File: config.mk
export PLATFORM = sky130hd
export DESIGN_NAME = interrupt_vector_map
export DESIGN_NICKNAME = d
export VERILOG_FILES = /design/src/rtl/interrupt_vector_map.v /design/src/rtl/lowest_pick.v
export VERILOG_INCLUDE_DIRS = /design/src /design/src/inc
export SDC_FILE = /design/constraint.sdc
export NUM_CORES = 1
export LEC_CHECK = 0
export BUFFER_PORTS_ARGS = -buffer_cell sky130_fd_sc_hd__buf_2
export CORE_ASPECT_RATIO = 0.7
export CORE_MARGIN = 2
export CORE_UTILIZATION = 56
export CTS_BUF_LIST = sky130_fd_sc_hd__clkbuf_16
export DETAILED_ROUTE_END_ITERATION = 12
export GPL_TIMING_DRIVEN = 0
export PLACE_DENSITY = 0.93
export SLEW_MARGIN = 20
export SYNTH_ARGS = -nofsm -noshare
export SYNTH_HDL_FRONTEND = slang
export SYNTH_SLANG_ARGS = --single-unit
File: constraint.sdc
create_clock -name MCLK_IN -period 8.9 [get_ports MCLK_IN]
set_clock_uncertainty 0.15 [all_clocks]
set_input_delay 0.89 -clock MCLK_IN [delete_from_list [all_inputs] [get_ports MCLK_IN]]
set_output_delay 0.89 -clock MCLK_IN [all_outputs]
set_load 0.01 [all_outputs]
File: src/inc/interrupt_vector_map_regs.vh
// Behaviour
// - A source event sets its flag whether or not the source is enabled.
// - Writing a source's enable bit enables or disables that source alone.
// - A request is raised only while the source's enable and flag are both set; vector 1 needs only its flag.
// - No request other than vector 1's is raised unless the global enable is set as well.
// - A request stays active until its flag is cleared by the handler's strobe or (except vector 1) its enable is cleared or the global enable drops.
// - Each vector belongs to one instance; one instance may own several vectors.
// - Vector 0 (0x00) is reset; vector 1 (0x02) is the non-maskable scanner one.
// - Vector 2 (0x04) carries the voltage level monitor interrupt.
// - Real-time counter: 0x06 for overflow or compare, 0x08 for periodic tick.
// - Vector 5 (0x0A) carries the custom logic interrupt.
// - Timer A vectors 7 to 11 follow normal or split mode meanings.
// - Timer B instances use 0x18, 0x1A, 0x3C and 0x52 (largest package only).
// - Timer D overflow at 0x1C and trigger at 0x1E.
// - Two-wire instances: 0x20/0x22, and 0x54/0x56 absent on smallest package.
// - Serial peripheral interface instances at 0x24 and 0x48.
// - Serial ports have receive, buffer empty, transmit at 0x26, 0x3E, 0x4A.
// - Converter result ready at 0x30 and window compare at 0x32.
// - Comparators at 0x2E, 0x38, 0x50; zero-cross 0x34; touch 0x36.
// - Data-memory ready interrupt on vector 35 at 0x46.
// - Each vector's word address is twice its vector number.
`ifndef INTERRUPT_VECTOR_MAP_REGS_VH
`define INTERRUPT_VECTOR_MAP_REGS_VH

// ==========================================================
// Sizes
`define IVM_NUM_VEC         45
`define IVM_VEC_W           6
`define IVM_ADDR_W          7
`define IVM_PINS_SMALL      28
`define IVM_PINS_LARGE      48
`define IVM_TA_SPAN         5
`define IVM_TA_NORMAL_MASK  5'h1D

// ==========================================================
// Vector numbers
`define IVM_VEC_RESET       6'h00
`define IVM_VEC_NMI         6'h01
`define IVM_VEC_VLM         6'h02
`define IVM_VEC_RTC_CNT     6'h03
`define IVM_VEC_PERIODIC    6'h04
`define IVM_VEC_CUSTOM      6'h05
`define IVM_VEC_PORTA       6'h06
`define IVM_VEC_TA_FIRST    6'h07
`define IVM_VEC_TA_LAST     6'h0B
`define IVM_VEC_TB0         6'h0C
`define IVM_VEC_TB1         6'h0D
`define IVM_VEC_TD_OVF      6'h0E
`define IVM_VEC_TD_TIMER_TRIGGER     6'h0F
`define IVM_VEC_TW0_CLIENT  6'h10
`define IVM_VEC_TW0_HOST    6'h11
`define IVM_VEC_SPI0        6'h12
`define IVM_VEC_SER0        6'h13
`define IVM_VEC_SER0_LAST   6'h15
`define IVM_VEC_PORTD       6'h16
`define IVM_VEC_AC0         6'h17
`define IVM_VEC_ADC_RES     6'h18
`define IVM_VEC_ADC_WIN     6'h19
`define IVM_VEC_ZCD         6'h1A
`define IVM_VEC_TOUCH       6'h1B
`define IVM_VEC_AC1         6'h1C
`define IVM_VEC_PORTC       6'h1D
`define IVM_VEC_TB2         6'h1E
`define IVM_VEC_SER1        6'h1F
`define IVM_VEC_SER1_LAST   6'h21
`define IVM_VEC_PORTF       6'h22
`define IVM_VEC_NVM         6'h23
`define IVM_VEC_SPI1        6'h24
`define IVM_VEC_SER2        6'h25
`define IVM_VEC_SER2_LAST   6'h27
`define IVM_VEC_AC2         6'h28
`define IVM_VEC_TB3         6'h29
`define IVM_VEC_TW1_CLIENT  6'h2A
`define IVM_VEC_TW1_HOST    6'h2B
`define IVM_VEC_PORTB       6'h2C

`endif

File: src/rtl/interrupt_vector_map.v
`timescale 1ns/10ps
`default_nettype none
`include "interrupt_vector_map_regs.vh"

module interrupt_vector_map
#(
    parameter PINS = `IVM_PINS_LARGE
)
(
    // Clock and reset
    input  wire                    MCLK_IN,
    input  wire                    SYS_RST_IN,
    // Source events, one bit per vector
    input  wire [`IVM_NUM_VEC-1:0] EVENT_IN,
    input  wire [`IVM_TA_SPAN-1:0] TA_NORMAL_EV_IN,
    input  wire [`IVM_TA_SPAN-1:0] TA_SPLIT_EV_IN,
    input  wire                    TA_SPLIT_MODE_IN,
    // Enable write port
    input  wire                    EN_WE_IN,
    input  wire [`IVM_VEC_W-1:0]   EN_VEC_IN,
    input  wire                    EN_VAL_IN,
    // Flag clear port
    input  wire                    CLR_WE_IN,
    input  wire [`IVM_VEC_W-1:0]   CLR_VEC_IN,
    // Global enable
    input  wire                    GIE_IN,
    // State
    output reg  [`IVM_NUM_VEC-1:0] FLAG_OUT,
    output reg  [`IVM_NUM_VEC-1:0] ENABLE_OUT,
    output reg  [`IVM_NUM_VEC-1:0] PENDING_OUT,
    // Presented vector
    output reg                     IRQ_OUT,
    output reg                     NMI_OUT,
    output reg  [`IVM_VEC_W-1:0]   VEC_NUM_OUT,
    output reg  [`IVM_ADDR_W-1:0]  VEC_ADDR_OUT,
    output reg  [`IVM_VEC_W-1:0]   OWNER_OUT
);

    localparam NV = `IVM_NUM_VEC;
    localparam VW = `IVM_VEC_W;
    localparam AW = `IVM_ADDR_W;

    // ==========================================================
    // Functions
    function [NV-1:0] onehot;
        input [VW-1:0] v;
        begin
            onehot = {NV{1'b0}};
            if (v < NV)
                onehot[v] = 1'b1;
        end
    endfunction

    // Vector exists on this package; reset has no flag source
    function avail;
        input [VW-1:0] v;
        begin
            avail = 1'b1;
            if (v == `IVM_VEC_RESET)
                avail = 1'b0;
            if (v == `IVM_VEC_TB3 || v == `IVM_VEC_PORTB)
                avail = (PINS >= `IVM_PINS_LARGE);
            if (v == `IVM_VEC_TW1_CLIENT || v == `IVM_VEC_TW1_HOST)
                avail = (PINS > `IVM_PINS_SMALL);
        end
    endfunction

    // Lowest vector of the owning instance identifies it uniquely
    function [VW-1:0] owner;
        input [VW-1:0] v;
        begin
            owner = v;
            if (v == `IVM_VEC_PERIODIC)
                owner = `IVM_VEC_RTC_CNT;
            if (v >= `IVM_VEC_TA_FIRST && v <= `IVM_VEC_TA_LAST)
                owner = `IVM_VEC_TA_FIRST;
            if (v == `IVM_VEC_TD_TIMER_TRIGGER)
                owner = `IVM_VEC_TD_OVF;
            if (v == `IVM_VEC_TW0_HOST)
                owner = `IVM_VEC_TW0_CLIENT;
            if (v == `IVM_VEC_TW1_HOST)
                owner = `IVM_VEC_TW1_CLIENT;
            if (v >= `IVM_VEC_SER0 && v <= `IVM_VEC_SER0_LAST)
                owner = `IVM_VEC_SER0;
            if (v >= `IVM_VEC_SER1 && v <= `IVM_VEC_SER1_LAST)
                owner = `IVM_VEC_SER1;
            if (v >= `IVM_VEC_SER2 && v <= `IVM_VEC_SER2_LAST)
                owner = `IVM_VEC_SER2;
            if (v == `IVM_VEC_ADC_WIN)
                owner = `IVM_VEC_ADC_RES;
        end
    endfunction

    // ==========================================================
    // Event gathering
    reg  [`IVM_TA_SPAN-1:0] ta_ev;
    reg  [NV-1:0]           ev_vec;
    reg  [NV-1:0]           nmi_mask;
    integer                 i;

    always @*
    begin
        // Normal mode leaves the high-underflow slot unused
        if (TA_SPLIT_MODE_IN)
            ta_ev = TA_SPLIT_EV_IN;
        else
            ta_ev = TA_NORMAL_EV_IN & `IVM_TA_NORMAL_MASK;
        ev_vec = EVENT_IN;
        ev_vec[`IVM_VEC_TA_FIRST +: `IVM_TA_SPAN] = ta_ev;
        for (i = 0; i < NV; i = i + 1)
            ev_vec[i] = ev_vec[i] & avail(i[VW-1:0]);
        nmi_mask = onehot(`IVM_VEC_NMI);
    end

    // ==========================================================
    // Flags and enables
    reg  [NV-1:0] flag_reg;
    reg  [NV-1:0] flag_next;
    reg  [NV-1:0] en_reg;
    reg  [NV-1:0] en_next;
    reg  [NV-1:0] req_next;
    reg  [NV-1:0] clr_sel;
    reg  [NV-1:0] en_sel;

    always @*
    begin
        clr_sel = onehot(CLR_VEC_IN) & {NV{CLR_WE_IN}};
        en_sel  = onehot(EN_VEC_IN) & {NV{EN_WE_IN}};
        // Set beats clear so a coincident event is kept
        flag_next = (flag_reg & ~clr_sel) | ev_vec;
        en_next = (en_reg & ~en_sel) | (en_sel & {NV{EN_VAL_IN}});
        // Next-state terms so a clear drops the request at its own edge
        req_next = flag_next & (en_next | nmi_mask)
                 & ({NV{GIE_IN}} | nmi_mask);
    end

    // ==========================================================
    // Priority pick
    wire          pick_found;
    wire [VW-1:0] pick_idx;

    lowest_pick
    #(
        .N  (NV),
        .IW (VW)
    )
    u_pick
    (
        .req_in    (req_next),
        .found_out (pick_found),
        .idx_out   (pick_idx)
    );

    // ==========================================================
    // Registers
    always @(posedge MCLK_IN or posedge SYS_RST_IN)
    begin
        if (SYS_RST_IN)
        begin
            flag_reg     <= {NV{1'b0}};
            en_reg       <= {NV{1'b0}};
            FLAG_OUT     <= {NV{1'b0}};
            ENABLE_OUT   <= {NV{1'b0}};
            PENDING_OUT  <= {NV{1'b0}};
            IRQ_OUT      <= 1'b0;
            NMI_OUT      <= 1'b0;
            VEC_NUM_OUT  <= `IVM_VEC_RESET;
            VEC_ADDR_OUT <= {AW{1'b0}};
            OWNER_OUT    <= `IVM_VEC_RESET;
        end
        else
        begin
            flag_reg    <= flag_next;
            en_reg      <= en_next;
            FLAG_OUT    <= flag_next;
            ENABLE_OUT  <= en_next;
            PENDING_OUT <= req_next;
            IRQ_OUT     <= pick_found;
            NMI_OUT     <= req_next[`IVM_VEC_NMI];
            // Idle shows the reset vector
            VEC_NUM_OUT  <= pick_found ? pick_idx : `IVM_VEC_RESET;
            VEC_ADDR_OUT <= pick_found ? {pick_idx, 1'b0} : {AW{1'b0}};
            OWNER_OUT    <= pick_found ? owner(pick_idx) : `IVM_VEC_RESET;
        end
    end

endmodule // interrupt_vector_map

`default_nettype wire

File: src/rtl/lowest_pick.v
`timescale 1ns/10ps
`default_nettype none

module lowest_pick
#(
    parameter N  = 45,
    parameter IW = 6
)
(
    // Request vector
    input  wire [N-1:0]  req_in,
    // Winner
    output reg           found_out,
    output reg  [IW-1:0] idx_out
);

    integer i;

    // ==========================================================
    // Scan from the top so the lowest set bit is written last
    always @*
    begin
        found_out = 1'b0;
        idx_out   = {IW{1'b0}};
        for (i = N - 1; i >= 0; i = i - 1)
        begin
            if (req_in[i])
            begin
                found_out = 1'b1;
                idx_out   = i[IW-1:0];
            end
        end
    end

endmodule // lowest_pick

`default_nettype wire

==> impl_metrics.ini, run 1 <==
[synthesis]
yosysTopAreaCellShare = 0.487
synth_cells = 753
ys.flop_type = dfrtp_1
synthesis.nets = 827
synth.distinct_cells = 95
ys_ff_latch = 147
async_flop_share = 1.00
syn_avg_cell_area_um2 = 10.0
ys_seq_area_frac = 0.487
synth.area.top_cells = dfrtp_1, nand2_1, o21ai_0, and2_1, a21oi_1
synth-edff-count = 0
synth_area_leader_cell = dfrtp_1
syn-cell-area_um2 = 7560
yosys_warnings = 0

[global_routing]
grt_pass1_vias = 6860
antenna_found_initial = 2
grt_max_degree = 77
grt_pass1_wl_um = 39200
track_usage = 0.366
overflow = 0

[clock_tree]
clock_sinks = 147
cts_root_buffer = clkbuf_16
clock_latency_ns = 0.42
clkTransAtPathRegs_ns = 0.06
cts_tree = yes
cts_buffers = 17
cts_setup_buffers = 0
cts_resized = 0
cts_hold_buf = 0
htreeDepth = 4
cts_buffer_depth = 2

[placement]
portBuffers = 217
dpl-instance-area_um2 = 8910
dp_slack_ns = 4.29
hpwl_um = 20200
gp_congestion = 0.977

[finish]
fin_nets = 1064
areaGrowthSynthToFinish_pct = 25.5
layout_commonest_cell = buf_2
final_cell_mix = buf_2, dfrtp_1, nand2_1, nor2_1, o21ai_0
multi_input_area_um2 = 3490
fin_area_um2 = 9490
seqCellArea_um2 = 3680
drive_gt1_frac = 0.337
fillers = 969

[detailed_routing]
drtIter0Drc = 997
num_vias = 7604
avgRoutedWirePerCell_um = 22.5
dr.pass1.iters = 5
drc = 0
viasPerCell = 6.41
routed_wl_um = 26600
ant_nets = 0

[critical_path]
ff2ff_setup_slack_ns = 5.53
cp.arrival_ns = 4.64
critPathRequiredTime_ns = 9.07
rr_worst_depth = 11
startpoint_type = input port
endpoint_kind = register
crit_type = input port to register
cp_max_fo = 10
r2r-start = FLAG_OUT[25]$_DFF_PP0_
r2r-end = OWNER_OUT[0]$_DFF_PP0_

[timing]
setup_viol = 0
finalSetupTns_ns = 0
slew_violations = 0
post-route-min-period_ns = 4.48
timing.fmax_mhz = 223
worst_pin_slew_ns = 0.877
layout_setup_ws_ns = 4.42
rsz0062_at_grt = false
hold_violations = 0
max_slew_margin = 0.416
hold_ws_ns = 0.352
period_share = 0.503

[die]
ios = 230
rows = 35
initial_core_util = 0.574
coreArea_um2 = 13200
dieArea_um2 = 14500
die_w_um = 143
die_h_um = 101

[power_and_ir_drop]
power.density_nw_per_um2 = 194
p_leak_nw = 4.67
ir_drop_mv = 0.146
p_total_mw = 1.84

[run_status]
outcome = complete, no violations

[job]
max-cap-violations = 0

[worst_hold_path]
hold_path.class = input port to asynchronous set/reset pin
[worst max-delay path, cell delays in order]
cell      delay [ns]
clkbuf_1        0.35
clkbuf_1        0.50
clkbuf_1        0.53
nand3_1         0.20
a22oi_1         0.41
nor2b_1         0.09
o21ba_2         0.20
o31ai_1         0.53
a21oi_4         0.17
and2_1          0.20
nor2_1          0.18
o211ai_1        0.15
o211a_1         0.22
[synth_stat cells, types with 21 or more instances]
| cell type | instances |
|---|---|
| a21oi_1 | 29 |
| and2_1 | 24 |
| clkbuf_1 | 22 |
| dfrtp_1 | 147 |
| inv_1 | 32 |
| nand2_1 | 66 |
| nand3_1 | 23 |
| nor2_1 | 37 |
| o21ai_0 | 37 |
| o21ai_1 | 23 |
| or2_2 | 21 |
[where the power goes]
group,internal [mW],switching [mW],leakage [nW]
clock network,0.432,0.278,0.280
registers,0.712,0.0246,1.77
logic,0.142,0.249,2.62
[sequential cells by signal, summed over array words and instances, names as in the netlist, named ones only]
| name | cells |
|---|---|
| ENABLE_OUT | 44 |
| FLAG_OUT | 45 |
| VEC_ADDR_OUT | 6 |
| IRQ_OUT | 1 |
| OWNER_OUT | 6 |
| PENDING_OUT | 44 |
[logic make-up (layout without fill, tap and decap cells)]
group                  after synthesis  after routing  share of synthesized area
AO/OA/AOI/OAI                      219            219                      0.215
multiplexers                         6              6                    0.00811
other                                1              2                   0.000496
flip-flops                         147            147                      0.487
buffers and inverters               88            336                     0.0525
AND/OR/NAND/NOR                    292            292                      0.238
[routing by layer]
layer	part of all wire	GRT usage	vias up
li1	-	-	3233
met1	0.40	0.524	3580
met2	0.42	0.537	692
met3	0.14	0.0960	97
met4	0.036	0.147	2
met5	0.0026	0	-
[worst max-delay path by stage]
stage / from / endpoint
final: EN_VAL_IN / OWNER_OUT[1]$_DFF_PP0_
after detailed placement: CLR_VEC_IN[5] / OWNER_OUT[1]$_DFF_PP0_
after CTS: EN_VAL_IN / OWNER_OUT[1]$_DFF_PP0_
after global placement: SYS_RST_IN / FLAG_OUT[36]$_DFF_PP0_
after global routing: EN_VAL_IN / OWNER_OUT[2]$_DFF_PP0_
after floorplan: SYS_RST_IN / ENABLE_OUT[0]$_DFF_PP0_
[through the flow]
step | std cells | utilization
final | 1187 | 0.720
after global routing | 1186 | 0.720
after CTS | 1186 | 0.720
after detailed placement | 1156 | 0.676
after global placement | 1155 | 0.674
after floorplan | 753 | -
[area by class of cell]
cell class,instances,share of cell area
clock buffers,17,0.0448
repair buffers,218,0.117
flip-flops and latches,147,0.388
clock inverters,13,0.0153
plain buffers,52,0.0276
well taps,185,0.0244
inverters,36,0.0150
diodes,1,0.000264
multi-input cells,518,0.367
No activity file was read; power rests on OpenSTA's default activity.
==> run 2, diff against run 1 <==
--- a/config.mk
+++ b/config.mk
@@ -6,14 +6,15 @@
 export SDC_FILE = /design/constraint.sdc
 export NUM_CORES = 1
 export LEC_CHECK = 0
+export ABC_AREA = 1
 export BUFFER_PORTS_ARGS = -buffer_cell sky130_fd_sc_hd__buf_2
 export CORE_ASPECT_RATIO = 0.7
 export CORE_MARGIN = 2
-export CORE_UTILIZATION = 56
+export CORE_UTILIZATION = 46
 export CTS_BUF_LIST = sky130_fd_sc_hd__clkbuf_16
 export DETAILED_ROUTE_END_ITERATION = 12
 export GPL_TIMING_DRIVEN = 0
-export PLACE_DENSITY = 0.93
+export PLACE_DENSITY = 0.84
 export SLEW_MARGIN = 20
 export SYNTH_ARGS = -nofsm -noshare
 export SYNTH_HDL_FRONTEND = slang
==> constraint.sdc (replaced) <==
create_clock -name MCLK_IN -period 3.8 [get_ports MCLK_IN]
set_clock_uncertainty 0.15 [all_clocks]
set_input_delay 0.38 -clock MCLK_IN [delete_from_list [all_inputs] [get_ports MCLK_IN]]
set_output_delay 0.38 -clock MCLK_IN [all_outputs]
set_load 0.01 [all_outputs]
==> impl_metrics.ini, run 2 <==
[critical_path]
startpoint = EN_WE_IN
startpoint_type = input port
r2r-start = ENABLE_OUT[43]$_DFF_PP0_
rr_worst_depth = 53
ff2ff_setup_slack_ns = -0.24
endpoint_kind = register
cpPeakStageDelay_ns = 0.33
crit_top_cell = nand2_1
cp.arrival_ns = 4.34
r2r-end = OWNER_OUT[0]$_DFF_PP0_
cp_slowest_cell = nor3_4
crit_type = input port to register
critPathRequiredTime_ns = 3.96
crit_end = OWNER_OUT[5]$_DFF_PP0_
cp_max_fo = 6

[timing]
layout_setup_ws_ns = -0.376
worst_pin_slew_ns = 0.708
hold_violations = 0
post-route-min-period_ns = 4.18
hold_ws_ns = 0.0127
rsz0062_at_grt = true
timing.fmax_mhz = 239
finalSetupTns_ns = -1.77
max_slew_margin = 0.525
slew_violations = 0
period_share = 1.10
setup_viol = 7

[clock_tree]
cts_root_buffer = clkbuf_16
clock_latency_ns = 0.43
clock_sinks = 147
cts_tree = yes
cts_buffer_depth = 2
htreeDepth = 4
cts_buffers = 17
clkTransAtPathRegs_ns = 0.06

[synthesis]
synth_area_leader_cell = dfrtp_1
synth_cells = 802
synth-edff-count = 0
yosysMostFrequentCell = nand2_1
yosysTopAreaCellShare = 0.544
synth.distinct_cells = 42
ys.flop_type = dfrtp_1
async_flop_share = 1.00
synth.area.top_cells = dfrtp_1, nand2_1, inv_1, nand3_1, a21oi_1
yosys-top-cells-count = nand2_1, dfrtp_1, inv_1
syn_avg_cell_area_um2 = 8.43
syn-cell-area_um2 = 6760
ys_ff_latch = 147
synthesis.nets = 876
ys_seq_area_frac = 0.544
yosys_warnings = 0

[die]
die_w_um = 149
dieArea_um2 = 15700
die_h_um = 105
rows = 37
ios = 230
coreArea_um2 = 14500
initial_core_util = 0.465

[placement]
portBuffers = 219
dpl-instance-area_um2 = 8180
gp_congestion = 0.946
dp_slack_ns = -1.05
hpwl_um = 17800
place_inst = 1220

[global_routing]
track_usage = 0.318
overflow = 0
grt_pass1_vias = 6775
grt_pass1_wl_um = 37100
grt_max_degree = 37
antenna_found_initial = 3

[finish]
largestRegisters = FLAG_OUT: 45 flops, ENABLE_OUT: 44 flops, PENDING_OUT: 44 flops
final_cell_mix = buf_2, dfrtp_1, nand2_1, inv_1, nand3_1
seqCellArea_um2 = 3680
largest_register = FLAG_OUT
fillers = 1145
drive_gt1_frac = 0.396
fin_nets = 1180
fin_area_um2 = 9830
layout_commonest_cell = buf_2
layout.cells.non_filler = 1313
post-route-util = 0.676
multi_input_area_um2 = 2820
antenna-diode-count = 0
areaGrowthSynthToFinish_pct = 45.5
largest_reg_flops = 45

[power_and_ir_drop]
ir_drop_mv = 0.323
power.density_nw_per_um2 = 457
p_total_mw = 4.49
p_leak_nw = 5.22

[run_status]
violations = negative setup slack
outcome = finished with violations

[worst_hold_path]
hold_path.class = input port to register

[job]
max-cap-violations = 0

[detailed_routing]
viasPerCell = 5.48
num_vias = 7196
drtIter0Drc = 738
ant_nets = 0
drc = 0
routed_wl_um = 25400
dr.pass1.iters = 6
avgRoutedWirePerCell_um = 19.3
==> run 2: how the worst min path moves through the flow <==
stage                      startpoint                      to  slack [ns]  depth (start not counted)
5_1_grt                  EVENT_IN[17]  FLAG_OUT[17]$_DFF_PP0_       0.009                          3
3_5_place_dp               SYS_RST_IN  FLAG_OUT[27]$_DFF_PP0_        0.28                          2
4_1_cts                  EVENT_IN[43]  FLAG_OUT[43]$_DFF_PP0_        0.01                          3
3_3_place_gp   FLAG_OUT[23]$_DFF_PP0_  FLAG_OUT[23]$_DFF_PP0_        0.33                          2
2_1_floorplan            EVENT_IN[32]  FLAG_OUT[32]$_DFF_PP0_        0.33                          2
6_report                 EVENT_IN[17]  FLAG_OUT[17]$_DFF_PP0_        0.01                          3
==> run 2: area by class of cell <==
class | instances | area share
inverter | 136 | 0.0597
buffer | 24 | 0.0154
multi-input combinational | 495 | 0.287
clock buffer | 17 | 0.0433
clock inverter | 14 | 0.0165
tap | 195 | 0.0248
timing repair buffer | 285 | 0.180
sequential | 147 | 0.374
==> run 2: routing by layer <==
| layer | routed length [um] | GRT usage |
|---|---|---|
| met5 | 0 | 0 |
| met1 | 10800 | 0.440 |
| met3 | 2580 | 0.106 |
| met4 | 647 | 0.0816 |
| met2 | 11300 | 0.485 |
==> run 2: cells by family after synthesis <==
group / count (synthesis) / share of synthesized area
compound gates: 138 / 0.116
buf+inv: 160 / 0.0952
flops: 147 / 0.544
other cells: 1 / 0.000555
simple gates: 356 / 0.244
==> run 2: report_power, final <==
group	switching (mW)	internal [mW]	total, mW	leakage [nW]
registers	0.0755	1.69	1.77	1.74
logic	0.640	0.376	1.02	3.20
clock network	0.682	1.02	1.71	0.282
total	1.40	3.09	4.49	5.22
==> run 2: timing repair <==
action / in CTS / in global routing
resized for setup: 67 / 102
hold buffers: 1 / 0
endpoints found under the setup margin: 7 / 7
endpoints found under the hold margin: 18 / 0
pin swaps: 23 / 45
buffers inserted: 39 / 22
==> run 2: worst max-delay path: cells and delay by family <==
kind            cells  cell delay (ns)
simple gates       43             3.15
compound gates      3             0.33
buf+inv             4             0.45
==> run 3, diff against run 2 <==
--- a/config.mk
+++ b/config.mk
@@ -6,11 +6,10 @@
 export SDC_FILE = /design/constraint.sdc
 export NUM_CORES = 1
 export LEC_CHECK = 0
-export ABC_AREA = 1
 export BUFFER_PORTS_ARGS = -buffer_cell sky130_fd_sc_hd__buf_2
 export CORE_ASPECT_RATIO = 0.7
 export CORE_MARGIN = 2
-export CORE_UTILIZATION = 46
+export CORE_UTILIZATION = 47
 export CTS_BUF_LIST = sky130_fd_sc_hd__clkbuf_16
 export DETAILED_ROUTE_END_ITERATION = 12
 export GPL_TIMING_DRIVEN = 0
==> impl_metrics.ini, run 3 (same netlist as run 1, synthesis figures left out) <==
[clock_tree]
cts_tree = yes
clkTransAtPathRegs_ns = 0.07
htreeDepth = 4
cts_buffers = 17
cts_root_buffer = clkbuf_16
cts_setup_buffers = 0
cts_buffer_depth = 2
clock_sinks = 147
clock_latency_ns = 0.43

[global_routing]
antenna_found_initial = 2
overflow = 0
grt_pass1_vias = 6976
track_usage = 0.321
grt_pass1_wl_um = 40700
grt_max_degree = 35

[finish]
areaGrowthSynthToFinish_pct = 27.5
largest_reg_flops = 45
layout_commonest_cell = buf_2
post-route-util = 0.618
seqCellArea_um2 = 3680
largest_register = FLAG_OUT
largestRegisters = FLAG_OUT: 45 flops, ENABLE_OUT: 44 flops, PENDING_OUT: 44 flops
fillers = 1312
multi_input_area_um2 = 3520
drive_gt1_frac = 0.346
fin_nets = 1070
final_cell_mix = buf_2, dfrtp_1, nand2_1, nor2_1, o21ai_0

[critical_path]
crit_type = input port to register
cp_max_fo = 9
critPathRequiredTime_ns = 3.99
cp.arrival_ns = 3.82
endpoint_kind = register
startpoint_type = input port

[detailed_routing]
dr.pass1.iters = 7
drtIter0Drc = 868
avgRoutedWirePerCell_um = 22.6
num_vias = 7546
ant_nets = 0
viasPerCell = 6.24
drc = 0
routed_wl_um = 27400

[die]
dieArea_um2 = 17100
initial_core_util = 0.485
die_w_um = 156
ios = 230
die_h_um = 110
rows = 38
coreArea_um2 = 15600

[power_and_ir_drop]
p_total_mw = 4.33
power.density_nw_per_um2 = 449
p_leak_nw = 4.70
ir_drop_mv = 0.236

[placement]
gp_congestion = 0.953
hpwl_um = 21100
portBuffers = 217

[timing]
timing.fmax_mhz = 275
max_slew_margin = 0.446
hold_violations = 0
setup_viol = 0
rsz0062_at_grt = true
post-route-min-period_ns = 3.63
slew_violations = 0
period_share = 0.955
worst_pin_slew_ns = 0.831
hold_ws_ns = 0.0125

[worst_hold_path]
hold_path.class = input port to register

[job]
max-cap-violations = 0

[run_status]
outcome = complete, no violations
run 3: cell count changes in the layout (fill, tap and decap cells not counted), moves of 23 or more:
cell     before  now
nand3_1      76   23
and2_1        1   24
inv_1       116   32
nand2_1     140   66
a31oi_1      28    3
buf_4        66   12
run 3: metrics by stage:
step                      cells  setup slack, ns  TNS [ns]  instance area [um2]
after detailed placement   1174           -0.333     -1.02                 8980
after floorplan             753            0.559         0                 7560
after global placement     1170           -0.279    -0.705                 8900
final                      1210            0.170         0                 9640
after global routing       1209          -0.0495   -0.0629                 9630
after CTS                  1209           0.0784         0                 9590
run 3: final cells by class:
type / instances / area share
flip-flops and latches: 147 / 0.382
diodes: 1 / 0.000260
clock buffers: 17 / 0.0441
inverters: 36 / 0.0144
clock inverters: 15 / 0.0164
repair buffers: 224 / 0.124
plain buffers: 52 / 0.0273
multi-input cells: 518 / 0.366
well taps: 200 / 0.0260
run 3: power by group:
part	leakage (nW)	total (mW)	internal (mW)	switching [mW]
Sequential	1.77	1.73	1.67	0.0614
Combinational	2.67	0.920	0.341	0.579
Clock	0.272	1.68	0.971	0.709
Total	4.70	4.33	2.98	1.35
run 3: worst max-delay path, cell delays in order:
cell and delay (ns):
buf_2 0.15, and4bb_1 0.29, clkbuf_1 0.45, a21boi_0 0.23, o221ai_2 0.42, inv_1 0.18
nor4_4 0.23, nand3_1 0.19, nand2b_1 0.26, o21ai_1 0.44, nand2_1 0.16, o211a_1 0.26
o211ai_1 0.19
run 3: per-layer routing:
metal | vias to the layer above | wire, um | share of wire | GRT usage
met5 | - | 11 | 0.00040 | 0
met1 | 3570 | 11000 | 0.40 | 0.452
met3 | 92 | 3920 | 0.14 | 0.0915
met2 | 631 | 11500 | 0.42 | 0.480
met4 | 2 | 907 | 0.033 | 0.104
li1 | 3251 | - | - | -
run 3: final timing paths:
| path | cells past startpoint | endpoint | start | slack, ns |
|---|---|---|---|---|
| max in group asynchronous | 5 | ENABLE_OUT[20]$_DFF_PP0_ | SYS_RST_IN | 2.33 |
| min in group asynchronous | 3 | PENDING_OUT[15]$_DFF_PP0_ | SYS_RST_IN | 0.38 |
| hold reg to reg | 2 | ENABLE_OUT[37]$_DFF_PP0_ | ENABLE_OUT[37]$_DFF_PP0_ | 0.37 |
| setup / recovery | 13 | OWNER_OUT[0]$_DFF_PP0_ | EN_VEC_IN[2] | 0.17 |
| setup reg to reg | 12 | OWNER_OUT[0]$_DFF_PP0_ | FLAG_OUT[25]$_DFF_PP0_ | 0.62 |
| hold / removal | 3 | FLAG_OUT[15]$_DFF_PP0_ | EVENT_IN[15] | 0.01 |
run 3: repair_timing:
action | CTS | global route
endpoints found under the setup margin | 0 | 5
hold buffers | 3 | 0
resized for setup | 0 | 11
endpoints found under the hold margin | 19 | 0
